**config.mk**
```make
export PLATFORM = sky130hd
export DESIGN_NAME = tpc_top
export DESIGN_NICKNAME = d
export VERILOG_FILES = /design/src/tpc_pkg.sv /design/src/tpc_channel.sv /design/src/tpc_top.sv
export VERILOG_INCLUDE_DIRS = /design/src /design/src/src
export SDC_FILE = /design/constraint.sdc
export NUM_CORES = 1
export LEC_CHECK = 0
export BUFFER_PORTS_ARGS = -buffer_cell sky130_fd_sc_hd__clkbuf_2
export CAP_MARGIN = 30
export CORE_MARGIN = 5
export CORE_UTILIZATION = 53
export CTS_BUF_LIST = sky130_fd_sc_hd__clkbuf_4 sky130_fd_sc_hd__clkbuf_8 sky130_fd_sc_hd__clkbuf_16
export CTS_CLUSTER_SIZE = 14
export DETAILED_ROUTE_END_ITERATION = 12
export PLACE_DENSITY_LB_ADDON = 0.12
export SETUP_SLACK_MARGIN = 0.1
export SLEW_MARGIN = 25
export SYNTH_ARGS = -nofsm -noshare
export SYNTH_HDL_FRONTEND = slang
export SYNTH_SLANG_ARGS = --single-unit
```
**constraint.sdc**
```tcl
create_clock -name clk -period 3.25 [get_ports clk]
set_clock_uncertainty 0.15 [all_clocks]
set_input_delay 0.4875 -clock clk [delete_from_list [all_inputs] [get_ports clk]]
set_output_delay 0.4875 -clock clk [all_outputs]
set_load 0.03 [all_outputs]
```
**src/tpc_defines.svh**
```systemverilog
`ifndef TPC_DEFINES_SVH
`define TPC_DEFINES_SVH

// ----------------------------------------------------------------------
// Register map (byte addresses)
// ----------------------------------------------------------------------
`define TPC_ADDR_W      8
`define TPC_OFF_CTL     8'h00
`define TPC_OFF_CNT     8'h04
`define TPC_OFF_PER     8'h08
`define TPC_OFF_C0SC    8'h0C
`define TPC_OFF_C0CMP   8'h10
`define TPC_OFF_C1SC    8'h14
`define TPC_OFF_C1CMP   8'h18

// ----------------------------------------------------------------------
// Timer status/control fields
// ----------------------------------------------------------------------
`define TPC_CTL_OVF     7
`define TPC_CTL_OIE     6
`define TPC_CTL_HALT    5
`define TPC_CTL_CLR     4
`define TPC_CTL_PS_HI   2
`define TPC_CTL_PS_LO   0

// ----------------------------------------------------------------------
// Channel status/control fields
// ----------------------------------------------------------------------
`define TPC_CSC_FLAG    7
`define TPC_CSC_IE      6
`define TPC_CSC_MU      5
`define TPC_CSC_ML      4
`define TPC_CSC_AU      3
`define TPC_CSC_AL      2
`define TPC_CSC_TOV     1
`define TPC_CSC_MAX     0

// ----------------------------------------------------------------------
// Widths, reset values, responses
// ----------------------------------------------------------------------
`define TPC_CNT_W       16
`define TPC_PS_W        7
`define TPC_PS_ONE      8'h01
`define TPC_CNT_ZERO    16'h0000
`define TPC_CNT_ONE     16'h0001
`define TPC_PER_RST     16'hFFFF
`define TPC_CMP_RST     16'h0000
`define TPC_PS_RST      3'h0
`define TPC_HALT_RST    1'b1
`define TPC_RESP_OKAY   2'b00
`define TPC_RESP_SLVERR 2'b10

`endif

```
**src/tpc_pkg.sv**
```systemverilog
`include "tpc_defines.svh"

package tpc_pkg;

   // -------------------------------------------------------------------
   // Bus carriers
   // -------------------------------------------------------------------
   typedef struct packed {
      logic                   awvalid;
      logic [`TPC_ADDR_W-1:0] awaddr;
      logic                   wvalid;
      logic [31:0]            wdata;
      logic [3:0]             wstrb;
      logic                   bready;
      logic                   arvalid;
      logic [`TPC_ADDR_W-1:0] araddr;
      logic                   rready;
   } tpc_axi_req_t;

   typedef struct packed {
      logic        awready;
      logic        wready;
      logic        bvalid;
      logic [1:0]  bresp;
      logic        arready;
      logic        rvalid;
      logic [31:0] rdata;
      logic [1:0]  rresp;
   } tpc_axi_rsp_t;

   // -------------------------------------------------------------------
   // Channel configuration
   // -------------------------------------------------------------------
   typedef enum logic [1:0] {
      TPC_ACT_NONE   = 2'b00,
      TPC_ACT_TOGGLE = 2'b01,
      TPC_ACT_CLEAR  = 2'b10,
      TPC_ACT_SET    = 2'b11
   } tpc_action_t;

   typedef struct packed {
      logic        irq_en;
      logic [1:0]  mode;
      tpc_action_t action;
      logic        tov;
      logic        full_duty;
   } tpc_chan_cfg_t;

   typedef enum logic [1:0] {
      TPC_WR_ACCEPT = 2'b00,
      TPC_WR_RESP   = 2'b01
   } tpc_wr_state_t;

endpackage

```
**src/tpc_channel.sv**
```systemverilog
`timescale 1ns/10ps
`include "tpc_defines.svh"

module tpc_channel (
   input  wire logic                  clk,       // Bus clock
   input  wire logic                  rst_b,     // Async reset, active low
   input  tpc_pkg::tpc_chan_cfg_t     cfg,       // Channel configuration
   input  wire logic                  enable,    // Channel drives its pin
   input  wire logic [`TPC_CNT_W-1:0] cmp_value, // Effective pulse width
   input  wire logic [`TPC_CNT_W-1:0] counter,   // Timer count
   input  wire logic                  tick,      // Prescaled count strobe
   input  wire logic                  ovf,       // Counter wrap strobe
   output logic                       pwm,       // Channel output pin
   output logic                       match      // Compare event strobe
);
   import tpc_pkg::*;

   logic full_hold;

   assign match     = enable && tick && (counter == cmp_value);
   assign full_hold = cfg.full_duty && cfg.tov;

   // ----------------------------------------------------------------
   // Output pin
   // ----------------------------------------------------------------
   always_ff @(posedge clk or negedge rst_b) begin
      if (!rst_b) begin
         pwm <= 1'b0;
      end else if (!enable) begin
         pwm <= 1'b0;
      end else if (full_hold) begin
         pwm <= 1'b1;
      end else if (match) begin
         case (cfg.action)
            TPC_ACT_CLEAR:  pwm <= 1'b0;
            TPC_ACT_SET:    pwm <= 1'b1;
            TPC_ACT_TOGGLE: pwm <= ~pwm;
            default:        pwm <= pwm;
         endcase
      end else if (ovf && cfg.tov) begin
         pwm <= ~pwm;
      end
   end

endmodule

```
**src/tpc_top.sv**
```systemverilog
// Function
// - Halt bit freezes the counter value
// - Clear bit zeroes counter and prescaler
// - Period limit sets the wrap count
// - Compare match changes the channel output
// - Mode 01 unbuffered, 10 buffered on channel 0 only
// - Overflow toggle bit toggles output on wrap
// - Action 10 clears, 11 sets on compare
// - Channel 0 upper mode bit links pair
// - Linked pair starts from channel 0 compare
// - Channel 0 control governs linked output
// - Upper mode bit beats lower mode bit
// - No overflow toggle with clear action gives 0% duty
// - Full duty plus toggle holds output high
// - Overflow flag sets at period limit
// - Overflow enable gates overflow interrupt
// - Compare sets the channel event flag
// - Channel interrupt only when enable set
`timescale 1ns/10ps
`include "tpc_defines.svh"

module tpc_top (
   input  wire logic          clk,       // Bus clock, 10 MHz
   input  wire logic          rst_b,     // Async reset, active low
   input  tpc_pkg::tpc_axi_req_t axi_req, // AXI4-Lite master signals
   output tpc_pkg::tpc_axi_rsp_t axi_rsp, // AXI4-Lite slave signals
   output logic [1:0]         pwm_out,   // Channel output pins
   output logic               irq_ovf,   // Overflow interrupt request
   output logic [1:0]         irq_chan   // Channel interrupt requests
);
   import tpc_pkg::*;

   // ----------------------------------------------------------------
   // Declarations
   // ----------------------------------------------------------------
   tpc_wr_state_t          wr_state_reg;
   logic                   aw_held_reg;
   logic [`TPC_ADDR_W-1:0] aw_addr_reg;
   logic                   w_held_reg;
   logic [31:0]            w_data_reg;
   logic [3:0]             w_strb_reg;
   logic [1:0]             bresp_reg;
   logic                   rvalid_reg;
   logic [31:0]            rdata_reg;
   logic [1:0]             rresp_reg;

   logic                   ovf_flag_reg;
   logic                   ovf_ie_reg;
   logic                   halt_reg;
   logic [2:0]             ps_sel_reg;
   logic [`TPC_PS_W-1:0]   ps_cnt_reg;
   logic [`TPC_CNT_W-1:0]  cnt_reg;
   logic [`TPC_CNT_W-1:0]  period_reg;
   logic [`TPC_CNT_W-1:0]  cmp_reg [2];
   tpc_chan_cfg_t          cfg_reg [2];
   logic [1:0]             flag_reg;
   logic                   buf_sel_reg;
   logic                   buf_pend_reg;
   logic                   buf_pend_next;

   logic                   do_write;
   logic                   wr_ctl;
   logic                   wr_per;
   logic [1:0]             wr_csc;
   logic [1:0]             wr_cmp;
   logic                   wr_hit;
   logic                   wr_clear;
   logic [7:0]             wb0;
   logic [7:0]             wb1;
   logic                   ar_fire;
   logic [31:0]            rd_data_next;
   logic [1:0]             rd_resp_next;

   logic [`TPC_PS_W-1:0]   ps_mask;
   logic                   tick;
   logic                   ovf;
   logic                   linked;
   logic [1:0]             chan_en;
   logic [1:0]             match;
   logic [`TPC_CNT_W-1:0]  eff_cmp [2];

   // ----------------------------------------------------------------
   // AXI4-Lite handshake
   // ----------------------------------------------------------------
   assign axi_rsp.awready = (wr_state_reg == TPC_WR_ACCEPT) && !aw_held_reg;
   assign axi_rsp.wready  = (wr_state_reg == TPC_WR_ACCEPT) && !w_held_reg;
   assign axi_rsp.bvalid  = (wr_state_reg == TPC_WR_RESP);
   assign axi_rsp.bresp   = bresp_reg;
   assign axi_rsp.arready = !rvalid_reg;
   assign axi_rsp.rvalid  = rvalid_reg;
   assign axi_rsp.rdata   = rdata_reg;
   assign axi_rsp.rresp   = rresp_reg;

   assign do_write = (wr_state_reg == TPC_WR_ACCEPT) && aw_held_reg && w_held_reg;
   assign ar_fire  = axi_req.arvalid && !rvalid_reg;

   always_ff @(posedge clk or negedge rst_b) begin
      if (!rst_b) begin
         aw_held_reg <= 1'b0;
         aw_addr_reg <= '0;
      end else if (axi_rsp.awready && axi_req.awvalid) begin
         aw_held_reg <= 1'b1;
         aw_addr_reg <= axi_req.awaddr;
      end else if (do_write) begin
         aw_held_reg <= 1'b0;
      end
   end

   always_ff @(posedge clk or negedge rst_b) begin
      if (!rst_b) begin
         w_held_reg <= 1'b0;
         w_data_reg <= '0;
         w_strb_reg <= '0;
      end else if (axi_rsp.wready && axi_req.wvalid) begin
         w_held_reg <= 1'b1;
         w_data_reg <= axi_req.wdata;
         w_strb_reg <= axi_req.wstrb;
      end else if (do_write) begin
         w_held_reg <= 1'b0;
      end
   end

   always_ff @(posedge clk or negedge rst_b) begin
      if (!rst_b) begin
         wr_state_reg <= TPC_WR_ACCEPT;
         bresp_reg    <= `TPC_RESP_OKAY;
      end else begin
         case (wr_state_reg)
            TPC_WR_ACCEPT: begin
               if (do_write) begin
                  wr_state_reg <= TPC_WR_RESP;
                  bresp_reg    <= wr_hit ? `TPC_RESP_OKAY : `TPC_RESP_SLVERR;
               end
            end
            TPC_WR_RESP: begin
               if (axi_req.bready) begin
                  wr_state_reg <= TPC_WR_ACCEPT;
               end
            end
            default: wr_state_reg <= TPC_WR_ACCEPT;
         endcase
      end
   end

   // ----------------------------------------------------------------
   // Write decode
   // ----------------------------------------------------------------
   assign wr_ctl    = do_write && (aw_addr_reg == `TPC_OFF_CTL);
   assign wr_per    = do_write && (aw_addr_reg == `TPC_OFF_PER);
   assign wr_csc[0] = do_write && (aw_addr_reg == `TPC_OFF_C0SC);
   assign wr_csc[1] = do_write && (aw_addr_reg == `TPC_OFF_C1SC);
   assign wr_cmp[0] = do_write && (aw_addr_reg == `TPC_OFF_C0CMP);
   assign wr_cmp[1] = do_write && (aw_addr_reg == `TPC_OFF_C1CMP);
   assign wr_hit    = (aw_addr_reg == `TPC_OFF_CTL)   || (aw_addr_reg == `TPC_OFF_CNT)
                   || (aw_addr_reg == `TPC_OFF_PER)   || (aw_addr_reg == `TPC_OFF_C0SC)
                   || (aw_addr_reg == `TPC_OFF_C0CMP) || (aw_addr_reg == `TPC_OFF_C1SC)
                   || (aw_addr_reg == `TPC_OFF_C1CMP);
   assign wb0       = w_data_reg[7:0];
   assign wb1       = w_data_reg[15:8];
   assign wr_clear  = wr_ctl && w_strb_reg[0] && wb0[`TPC_CTL_CLR];

   // ----------------------------------------------------------------
   // Read path
   // ----------------------------------------------------------------
   always_comb begin
      rd_data_next = '0;
      rd_resp_next = `TPC_RESP_OKAY;
      case (axi_req.araddr)
         `TPC_OFF_CTL: begin
            rd_data_next[`TPC_CTL_OVF]                  = ovf_flag_reg;
            rd_data_next[`TPC_CTL_OIE]                  = ovf_ie_reg;
            rd_data_next[`TPC_CTL_HALT]                 = halt_reg;
            rd_data_next[`TPC_CTL_PS_HI:`TPC_CTL_PS_LO] = ps_sel_reg;
         end
         `TPC_OFF_CNT:   rd_data_next[`TPC_CNT_W-1:0] = cnt_reg;
         `TPC_OFF_PER:   rd_data_next[`TPC_CNT_W-1:0] = period_reg;
         `TPC_OFF_C0SC:  rd_data_next[7:0] = {flag_reg[0], cfg_reg[0]};
         `TPC_OFF_C0CMP: rd_data_next[`TPC_CNT_W-1:0] = cmp_reg[0];
         `TPC_OFF_C1SC:  rd_data_next[7:0] = {flag_reg[1], cfg_reg[1]};
         `TPC_OFF_C1CMP: rd_data_next[`TPC_CNT_W-1:0] = cmp_reg[1];
         default:        rd_resp_next = `TPC_RESP_SLVERR;
      endcase
   end

   always_ff @(posedge clk or negedge rst_b) begin
      if (!rst_b) begin
         rvalid_reg <= 1'b0;
         rdata_reg  <= '0;
         rresp_reg  <= `TPC_RESP_OKAY;
      end else if (ar_fire) begin
         rvalid_reg <= 1'b1;
         rdata_reg  <= rd_data_next;
         rresp_reg  <= rd_resp_next;
      end else if (rvalid_reg && axi_req.rready) begin
         rvalid_reg <= 1'b0;
      end
   end

   // ----------------------------------------------------------------
   // Timer control register
   // ----------------------------------------------------------------
   always_ff @(posedge clk or negedge rst_b) begin
      if (!rst_b) begin
         ovf_ie_reg <= 1'b0;
         halt_reg   <= `TPC_HALT_RST;
         ps_sel_reg <= `TPC_PS_RST;
      end else if (wr_ctl && w_strb_reg[0]) begin
         ovf_ie_reg <= wb0[`TPC_CTL_OIE];
         halt_reg   <= wb0[`TPC_CTL_HALT];
         ps_sel_reg <= wb0[`TPC_CTL_PS_HI:`TPC_CTL_PS_LO];
      end
   end

   // Write one clears; a wrap in the same cycle wins
   always_ff @(posedge clk or negedge rst_b) begin
      if (!rst_b) begin
         ovf_flag_reg <= 1'b0;
      end else if (ovf) begin
         ovf_flag_reg <= 1'b1;
      end else if (wr_ctl && w_strb_reg[0] && wb0[`TPC_CTL_OVF]) begin
         ovf_flag_reg <= 1'b0;
      end
   end

   // ----------------------------------------------------------------
   // Prescaler and counter
   // ----------------------------------------------------------------
   assign ps_mask = `TPC_PS_W'((`TPC_PS_ONE << ps_sel_reg) - `TPC_PS_ONE);
   assign tick    = !halt_reg && (ps_cnt_reg == ps_mask);
   assign ovf     = tick && (cnt_reg == period_reg);

   always_ff @(posedge clk or negedge rst_b) begin
      if (!rst_b) begin
         ps_cnt_reg <= '0;
      end else if (wr_clear) begin
         ps_cnt_reg <= '0;
      end else if (tick) begin
         ps_cnt_reg <= '0;
      end else if (!halt_reg) begin
         ps_cnt_reg <= ps_cnt_reg + `TPC_PS_W'(1);
      end
   end

   always_ff @(posedge clk or negedge rst_b) begin
      if (!rst_b) begin
         cnt_reg <= `TPC_CNT_ZERO;
      end else if (wr_clear) begin
         cnt_reg <= `TPC_CNT_ZERO;
      end else if (ovf) begin
         cnt_reg <= `TPC_CNT_ZERO;
      end else if (tick) begin
         cnt_reg <= cnt_reg + `TPC_CNT_ONE;
      end
   end

   always_ff @(posedge clk or negedge rst_b) begin
      if (!rst_b) begin
         period_reg <= `TPC_PER_RST;
      end else if (wr_per) begin
         if (w_strb_reg[0]) period_reg[7:0]  <= wb0;
         if (w_strb_reg[1]) period_reg[15:8] <= wb1;
      end
   end

   // ----------------------------------------------------------------
   // Channel registers
   // ----------------------------------------------------------------
   always_ff @(posedge clk or negedge rst_b) begin
      if (!rst_b) begin
         for (int i = 0; i < 2; i++) begin
            cmp_reg[i] <= `TPC_CMP_RST;
            cfg_reg[i] <= '0;
         end
      end else begin
         for (int i = 0; i < 2; i++) begin
            if (wr_cmp[i] && w_strb_reg[0]) cmp_reg[i][7:0]  <= wb0;
            if (wr_cmp[i] && w_strb_reg[1]) cmp_reg[i][15:8] <= wb1;
            if (wr_csc[i] && w_strb_reg[0]) cfg_reg[i] <= wb0[6:0];
         end
      end
   end

   // Event flags: hardware set beats software clear
   always_ff @(posedge clk or negedge rst_b) begin
      if (!rst_b) begin
         flag_reg <= '0;
      end else begin
         for (int i = 0; i < 2; i++) begin
            if (match[i]) begin
               flag_reg[i] <= 1'b1;
            end else if (wr_csc[i] && w_strb_reg[0] && wb0[`TPC_CSC_FLAG]) begin
               flag_reg[i] <= 1'b0;
            end
         end
      end
   end

   // ----------------------------------------------------------------
   // Linked pair buffering
   // ----------------------------------------------------------------
   assign linked = cfg_reg[0].mode[1];

   always_comb begin
      buf_pend_next = buf_pend_reg;
      if (wr_cmp[0]) buf_pend_next = 1'b0;
      if (wr_cmp[1]) buf_pend_next = 1'b1;
   end

   always_ff @(posedge clk or negedge rst_b) begin
      if (!rst_b) begin
         buf_pend_reg <= 1'b0;
         buf_sel_reg  <= 1'b0;
      end else if (!linked) begin
         buf_pend_reg <= 1'b0;
         buf_sel_reg  <= 1'b0;
      end else begin
         buf_pend_reg <= buf_pend_next;
         if (ovf) buf_sel_reg <= buf_pend_next;
      end
   end

   assign eff_cmp[0] = linked ? cmp_reg[buf_sel_reg] : cmp_reg[0];
   assign eff_cmp[1] = cmp_reg[1];
   assign chan_en[0] = (cfg_reg[0].mode != 2'b00);
   assign chan_en[1] = !linked && (cfg_reg[1].mode != 2'b00);

   // ----------------------------------------------------------------
   // Channels
   // ----------------------------------------------------------------
   tpc_channel u_chan0 (
      .clk       (clk),
      .rst_b     (rst_b),
      .cfg       (cfg_reg[0]),
      .enable    (chan_en[0]),
      .cmp_value (eff_cmp[0]),
      .counter   (cnt_reg),
      .tick      (tick),
      .ovf       (ovf),
      .pwm       (pwm_out[0]),
      .match     (match[0])
   );

   tpc_channel u_chan1 (
      .clk       (clk),
      .rst_b     (rst_b),
      .cfg       (cfg_reg[1]),
      .enable    (chan_en[1]),
      .cmp_value (eff_cmp[1]),
      .counter   (cnt_reg),
      .tick      (tick),
      .ovf       (ovf),
      .pwm       (pwm_out[1]),
      .match     (match[1])
   );

   // ----------------------------------------------------------------
   // Interrupt requests
   // ----------------------------------------------------------------
   assign irq_ovf     = ovf_flag_reg && ovf_ie_reg;
   assign irq_chan[0] = flag_reg[0] && cfg_reg[0].irq_en;
   assign irq_chan[1] = flag_reg[1] && cfg_reg[1].irq_en;

endmodule
```
==> metrics, run 1 <==
Root Driver=clkbuf_16; critical path capture point type=flip-flop; worst-case clock buffer depth=2; Routed Antenna Nets=0; # setup viols final=0; Ports=105; Max IR drop VDD=518 µV; min Tclk post-route=3010 ps; critical-path maximum fanout=5; # H-tree levels=4; initial antenna violation count=0; CTS Sinks=145; Total Power Consumption=6.70 mW; Initial Util=53.9%; Post-Layout Cell Count=992; pwr/cell area=744 nW/µm²; Pleak=4.32 nW; DR pass1 iterations=5; gr ovfl total=0; post-synthesis sequential area ratio=46.7%; Placer Congestion=0.916; P&R area growth vs syn=15.4%; cells along the critical path=or3_2 -> ha_2 -> nor4b_1 -> nor3_2 -> xnor2_2 -> nor3_1 -> nand4_1 -> mux2i_1; post-synthesis cell count=722; min setup slack post-route=240 ps; first-pass GRT wire length=32800 µm; Arrival @ worst endpoint=3160 ps; register area=3650 µm²; dpl cell area=8340 µm²; CTS Buf Count=17; Fmax=332 MHz; Critical R2R Launch=ps_sel_reg[0]; max incr delay on CP=480 ps; Slew HR=51.6%; core area=14500 µm²; worst reg2reg path depth=8; final period utilization=92.6%; die width=131 µm; Setup crit end=u_chan0.pwm; Design Area, Final=9010 µm²; share of flip-flops with an asynchronous set or reset=100%; Rows=44; synthesized cell area=7810 µm²; number of synthesized flops with an enable pin=0; average routed wire per standard cell=20.4 µm; Hold Crit Class=input pin to flip-flop; dpl ws=163 ps; DIE HEIGHT=131 µm; DPL Wire Length=14900 µm; Layout Nets=857; Yosys warning total=0; outcome=complete, no violations; number of flip-flops in the largest register=32; R2R setup slack=240 ps; Hold Vio Cnt, Final=0; number of DRC markers in iteration 0=551; hold_ws=92.1 ps; Mapped Avg Cell Area=10.8 µm²; fill count=1192; die area=17300 µm²; max cap viols=0; flops & latches, synth=145; setup TNS=0 ps; DR vias/cell=6.06; RR Endpoint=u_chan0.pwm; Tightest Pin Transition=721 ps; footprint of the multi-input gates=3820 µm²; Placed Instances=955; Slowest cell on crit path=or3_2; final wirelength=20200 µm; PortBufs=68; largest net degree at the start of global routing=58; CTS tree=yes; clock slew seen by the registers of the worst setup and hold paths=60 ps; vias in the first global route=6033; worst setup path startpoint=ps_sel_reg[0]; startpoint types=flip-flop; Vias=6008; drt drc=0; Pins Over Slew Limit=0; worst endpoint required time=3400 ps; RSZ-0062 raised after global routing=no; Crit Path Category=flip-flop to flip-flop; diode count=0; GRT Total Usage=23.8%; post-layout util=62.2%; Unique masters post-synth=77; top_reg_cell synth=dfrtp_1; share of post-route cells with drive strength above 1=32.5%; worst skew pair latency=420 ps
## logic make-up (layout without fill, tap and decap cells)
logic type	after synthesis	in the layout	share of synthesized area, %
AO/OA/AOI/OAI	116	116	11.9
XOR/XNOR	64	64	7.27
adder cells (fa/ha/maj)	3	3	0.481
buffers and inverters	82	151	5.37
flip-flops	145	145	46.7
multiplexers	99	99	14.2
other	1	18	0.0480
AND/OR/NAND/NOR	212	212	14.0
## critical path: cells and delay by family, from the launching register on
kind                     cells  cell delay, ps
AND/OR/NAND/NOR              5            1700
XOR/XNOR                     1             240
flip-flops                   1             370
multiplexers                 1             190
adder cells (fa/ha/maj)      1             240
## worst min path at each step
stage	slack (ps)	to	cells after the start	start
2_1_floorplan	40	aw_addr_reg[0]	0	rst_b
3_3_place_gp	310	rdata_reg[4]	2	rdata_reg[4]
3_5_place_dp	320	bresp_reg[1]	2	bresp_reg[1]
4_1_cts	70	wr_state_reg[0]	2	axi_req[10]
5_1_grt	100	wr_state_reg[0]	2	axi_req[10]
6_report	90	wr_state_reg[0]	2	axi_req[10]
## power breakdown
part	switching (mW)	internal, mW	leakage, nW
sequential	0.474	2.19	1.87
combinational	1.11	0.937	2.14
clock	0.733	1.26	0.303
total	2.32	4.38	4.32
## placed cells by master (no fill, tap or decap), types with 8 or more instances in the layout
cell type,n
dfrtp_1,128
mux2_2,89
clkbuf_2,67
nand2_1,60
xor2_1,53
nor2_1,49
o21ai_0,28
buf_4,28
nand3_1,25
conb_1,18
inv_1,17
clkbuf_16,17
dfstp_2,17
nand4_1,15
a221oi_1,15
and2_1,10
a21oi_1,10
nor4_1,10
xnor2_1,10
a22o_1,9
a22oi_1,9
nor3_1,8
## final cells by class
type | instances | area share (%)
clock buffer | 21 | 5.19
tap | 184 | 2.55
clock inverter | 11 | 1.51
sequential | 145 | 40.5
timing repair buffer | 101 | 7.08
inverter | 18 | 0.750
multi-input combinational | 512 | 42.4
## synth_stat cells, types with 15 or more instances
master / n / area (µm²)
o21ai_0: 28 / 140
mux2_2: 89 / 1000
inv_1: 17 / 63.8
nand4_1: 15 / 93.8
xor2_1: 53 / 464
nor2_1: 49 / 184
nand3_1: 25 / 125
buf_4: 22 / 165
a221oi_1: 15 / 131
nand2_1: 60 / 225
clkbuf_1: 29 / 109
dfstp_2: 17 / 447
dfrtp_1: 128 / 3200
## what timing repair did
item                                    CTS  global route
gates resized for setup                   0             2
hold endpoints to repair                 48             0
hold buffers                              1             0
setup buffers                             0             3
endpoints found under the setup margin    0             6
## routing by layer
| metal | track usage [%] | wire length, µm |
|---|---|---|
| met5 | 0 | 0 |
| met4 | 9.26 | 565 |
| met3 | 4.89 | 1490 |
| met2 | 35.9 | 9160 |
| met1 | 33.9 | 8980 |
Note: power is estimated with default switching activity, not from simulation.
==> run 2, diff against run 1 <==
Settings changed: CORE_ASPECT_RATIO set to 0.6.
==> run 2 against run 1 <==
Critical path depth up 1; first-iteration DRC count rose by 27%; largest power group unchanged; non-clock buffer count is 1 lower.
==> metrics, run 2 (synthesized netlist as in run 1, its figures left out) <==
Layout Nets=856; gr ovfl total=0; PortBufs=68; commonest non-fill, non-tap cell in the layout=dfrtp_1; worst skew pair latency=420 ps; DR vias/cell=6.02; drt drc=0; Design Area, Final=8960 µm²; Crit Path Category=flip-flop to flip-flop; Ports=105; max incr delay on CP=610 ps; outcome=complete, no violations; share of post-route cells with drive strength above 1=32.7%; CTS Sinks=145; critical path capture point type=flip-flop; worst setup path startpoint=ps_sel_reg[0]; min Tclk post-route=3020 ps; RR Endpoint=u_chan1.pwm; first-pass GRT wire length=34000 µm; startpoint types=flip-flop; RSZ-0062 raised after global routing=no; Slowest cell on crit path=or4_4; cells along the critical path=or3_2 -> ha_2 -> nor3b_2 -> a311oi_2 -> o32ai_4 -> or4_4 -> a21o_1 -> nand3_1 -> nand3_1; P&R area growth vs syn=14.7%; Max IR drop VDD=650 µV; Arrival @ worst endpoint=3170 ps; number of DRC markers in iteration 0=701; largest net degree at the start of global routing=68; die width=167 µm; Rows=34; CTS tree=yes; critical-path maximum fanout=5; Routed Antenna Nets=0; Pins Over Slew Limit=0; clock slew seen by the registers of the worst setup and hold paths=70 ps; core area=14500 µm²; initial antenna violation count=0; Root Driver=clkbuf_16; GRT Total Usage=25.0%; final period utilization=93.0%; Tightest Pin Transition=946 ps; Initial Util=54.0%; Hold Path End=wr_state_reg[0]; worst hold start=axi_req[10]; # H-tree levels=4; CTS Buf Count=17; Placer Congestion=0.950; hold depth=2; number of flip-flops in the largest register=32; Post-Layout Cell Count=1005; diode count=0; Pleak=4.28 nW; worst-case clock buffer depth=2; # setup viols final=0; dpl cell area=8360 µm²; die area=17300 µm²; pwr/cell area=734 nW/µm²; DIE HEIGHT=104 µm; Fmax=331 MHz; vias in the first global route=5984; WP buf/inv=0; CP most frequent cell=nand3_1; final wirelength=21500 µm; average routed wire per standard cell=21.4 µm; DR pass1 iterations=5; worst endpoint required time=3400 ps; worst reg2reg path depth=9; crit-path leading delay family=simple AND/OR/NAND/NOR gates; most frequent cells in the layout=dfrtp_1, mux2_2, clkbuf_2, nand2_1, xor2_1; fill count=1161; Hold Vio Cnt, Final=0; Hold Crit Class=input pin to flip-flop; DPL Wire Length=15900 µm; Critical R2R Launch=ps_sel_reg[0]; setup TNS=0 ps; max cap viols=0; Vias=6047; Placed Instances=970; Slew HR=36.9%; R2R setup slack=230 ps
run 2: cell count changes in the layout (fill, tap and decap cells not counted), moves of 2 or more:
| cell | change |
|---|---|
| buf_12 | -2 |
| inv_8 | +2 |
| buf_4 | +2 |
| bufinv_16 | -3 |
| clkbuf_4 | -2 |
| clkinv_2 | -4 |
| inv_6 | +7 |
run 2: report_power, final:
group	internal [mW]	switching [mW]
sequential	2.19	0.507
clock	1.02	0.851
combinational	0.895	1.11
run 2: worst max-delay path by stage:
stage,endpoint,cells after the start
floorplan,u_chan1.pwm,10
global placement,u_chan1.pwm,9
detailed placement,u_chan1.pwm,9
CTS,u_chan1.pwm,9
global route,u_chan1.pwm,9
finish,u_chan1.pwm,9
run 2: layout make-up:
type / count / area (µm²) / area share (%)
Timing Repair Buffer: 100 / 602 / 6.72
Tap cell: 198 / 248 / 2.76
Clock buffer: 18 / 439 / 4.90
Clock inverter: 14 / 118 / 1.31
Inverter: 18 / 67.6 / 0.754
Multi-Input combinational cell: 512 / 3840 / 42.8
Sequential cell: 145 / 3650 / 40.7
run 2: timing repair:
action,in CTS,in global routing
gates resized for setup,0,4
hold buffers,1,0
setup buffers,0,2
endpoints found under the setup margin,0,14
hold endpoints to repair,44,0
run 2: layer usage:
layer	vias up	routed length (µm)	part of all wire (%)	track usage, %
met2	277	8780	41	33.6
met1	3032	10000	47	38.4
li1	2716	-	-	-
met5	-	0	0	0
met4	0	214	1.0	5.60
met3	22	2480	12	8.96
run 2: per-stage QoR:
step | total power [mW] | utilization (%) | hold WS [ps] | setup slack, ps
after detailed placement | 4.64 | 57.8 | 320 | 151
after CTS | 6.51 | 61.7 | 77.6 | 136
after global routing | 6.90 | 61.9 | 102 | 127
after floorplan | 3.97 | - | 41.9 | 164
after global placement | 4.55 | 57.7 | 311 | 211
final | 6.58 | 61.9 | 83.2 | 227
==> run 3, diff against run 2 <==
Settings changed: CORE_UTILIZATION 53 to 50.
==> run 3 against run 2 <==
Via count down 1.0%; critical path type unchanged; critical path depth unchanged; sequential cell count stayed put.
==> metrics, run 3 (synthesized netlist as in run 1, its figures left out) <==
worst-case clock buffer depth=2; Max IR drop VDD=428 µV; fill count=1301; Placer Congestion=0.963; largest net degree at the start of global routing=72; commonest non-fill, non-tap cell in the layout=dfrtp_1; pwr/cell area=741 nW/µm²; Hold Vio Cnt, Final=0; Ports=105; number of flip-flops in the largest register=32; RSZ-0062 raised after global routing=no; cells along the critical path=or3_2 -> ha_2 -> xor2_1 -> and4_2 -> o32ai_4 -> or4_4 -> a21o_1 -> nand3_1 -> nand3_1; initial antenna violation count=0; critical-path maximum fanout=5; CTS Buf Count=17; Initial Util=51.0%; Layout Nets=858; first-pass GRT wire length=33600 µm; drt drc=0; worst skew pair latency=430 ps; Tightest Pin Transition=930 ps; die width=171 µm; Arrival @ worst endpoint=3200 ps; worst endpoint required time=3390 ps; startpoint types=flip-flop; DPL Wire Length=16200 µm; final period utilization=94.1%; gr ovfl total=0; setup TNS=0 ps; number of DRC markers in iteration 0=632; Slowest cell on crit path=or4_4; part of the power in registers=40.2%; Pint=4.27 mW; Pleak=4.31 nW; # H-tree levels=4; max incr delay on CP=620 ps; outcome=complete, no violations; Pins Over Slew Limit=0; average routed wire per standard cell=21.7 µm; final wirelength=22000 µm; diode count=0; Rows=35; vias in the first global route=5853; Comb power frac=29.6%; max cap viols=0; Root Driver=clkbuf_16; DIE HEIGHT=107 µm; Crit Path Category=flip-flop to flip-flop; # setup viols final=0; min Tclk post-route=3060 ps; core area=15300 µm²; P&R area growth vs syn=15.6%; CP most frequent cell=nand3_1; Fmax=327 MHz; die area=18300 µm²; DR pass1 iterations=6; Slew HR=38.0%; clock slew seen by the registers of the worst setup and hold paths=60 ps; Clock power frac=30.2%; critical path capture point type=flip-flop; CTS tree=yes; post-layout util=58.9%; most frequent cells in the layout=dfrtp_1, mux2_2, clkbuf_2, nand2_1, xor2_1; sw power=2.42 mW; Hold Crit Class=input pin to flip-flop; Vias=5985; PortBufs=68; CTS Sinks=145; share of post-route cells with drive strength above 1=32.6%; GRT Total Usage=24.2%; Switching Fraction=36.2%; DR vias/cell=5.91; Routed Antenna Nets=0
## run 3: cell types whose count changed in the layout (fill, tap and decap cells not counted), sizes merged
cell,previous run,this run
bufinv,0,2
clkinvlp,2,3
clkbuf,85,89
clkinv,4,3
inv,26,20
buf,32,34
## run 3: repair_timing
action,CTS,global route
setup endpoints to repair,0,10
buffers inserted,0,2
endpoints found under the hold margin,37,0
hold buffers,1,0
resized for setup,0,3
## run 3: worst max-delay path: cells and delay by family, from the launching register on
kind	cells	cell delay [ps]
flip-flops	1	370
AO/OA/AOI/OAI	2	300
AND/OR/NAND/NOR	5	1590
XOR/XNOR	1	280
adder cells (fa/ha/maj)	1	240
## run 3: power by group through the flow
stage               Clock [mW]  Combinational, mW  Sequential (mW)
floorplan                    0               1.45             2.51
global placement             0               1.86             2.67
detailed placement           0               1.93             2.70
CTS                       2.03               1.94             2.68
global route              2.11               2.15             2.74
finish                    2.02               1.98             2.69
## run 3: routing by layer
layer / track usage, % / vias up / share of wire (%)
met2: 31.9 / 292 / 40
met3: 8.03 / 20 / 11
li1: - / 2705 / -
met1: 38.3 / 2968 / 48
met5: 0 / - / 0
met4: 4.80 / 0 / 0.92
## run 3: final cells by class
class / count / area (µm²) / area share [%]
tap: 203 / 254 / 2.81
multi-input combinational: 512 / 3820 / 42.4
inverter: 18 / 67.6 / 0.749
clock buffer: 22 / 475 / 5.27
clock inverter: 10 / 126 / 1.40
timing repair buffer: 102 / 629 / 6.97
sequential: 145 / 3650 / 40.4
## run 3: path summary, 6_finish.rpt
kind / startpoint / end / slack [ps] / depth (start not counted)
min in group asynchronous: rst_b / aw_addr_reg[1] / 410 / 2
max: ps_sel_reg[0] / u_chan1.pwm / 190 / 9
min reg2reg: rdata_reg[5] / rdata_reg[5] / 320 / 2
max reg2reg: ps_sel_reg[0] / u_chan1.pwm / 190 / 9
min: axi_req[0] / rvalid_reg / 90 / 2
max in group asynchronous: rst_b / period_reg[10] / 1720 / 3
## run 3: metrics by stage
stage | worst slack [ps] | power, mW | cell area [µm²] | hold slack, ps | instances
3_5_place_dp | 128 | 4.63 | 8390 | 307 | 977
2_1_floorplan | 164 | 3.97 | 7870 | 41.9 | 739
5_1_grt | 114 | 7.00 | 9030 | 90.5 | 1012
4_1_cts | 101 | 6.65 | 9000 | 79.1 | 1010
3_3_place_gp | 187 | 4.53 | 8390 | 291 | 977
6_report | 193 | 6.69 | 9030 | 85.7 | 1012
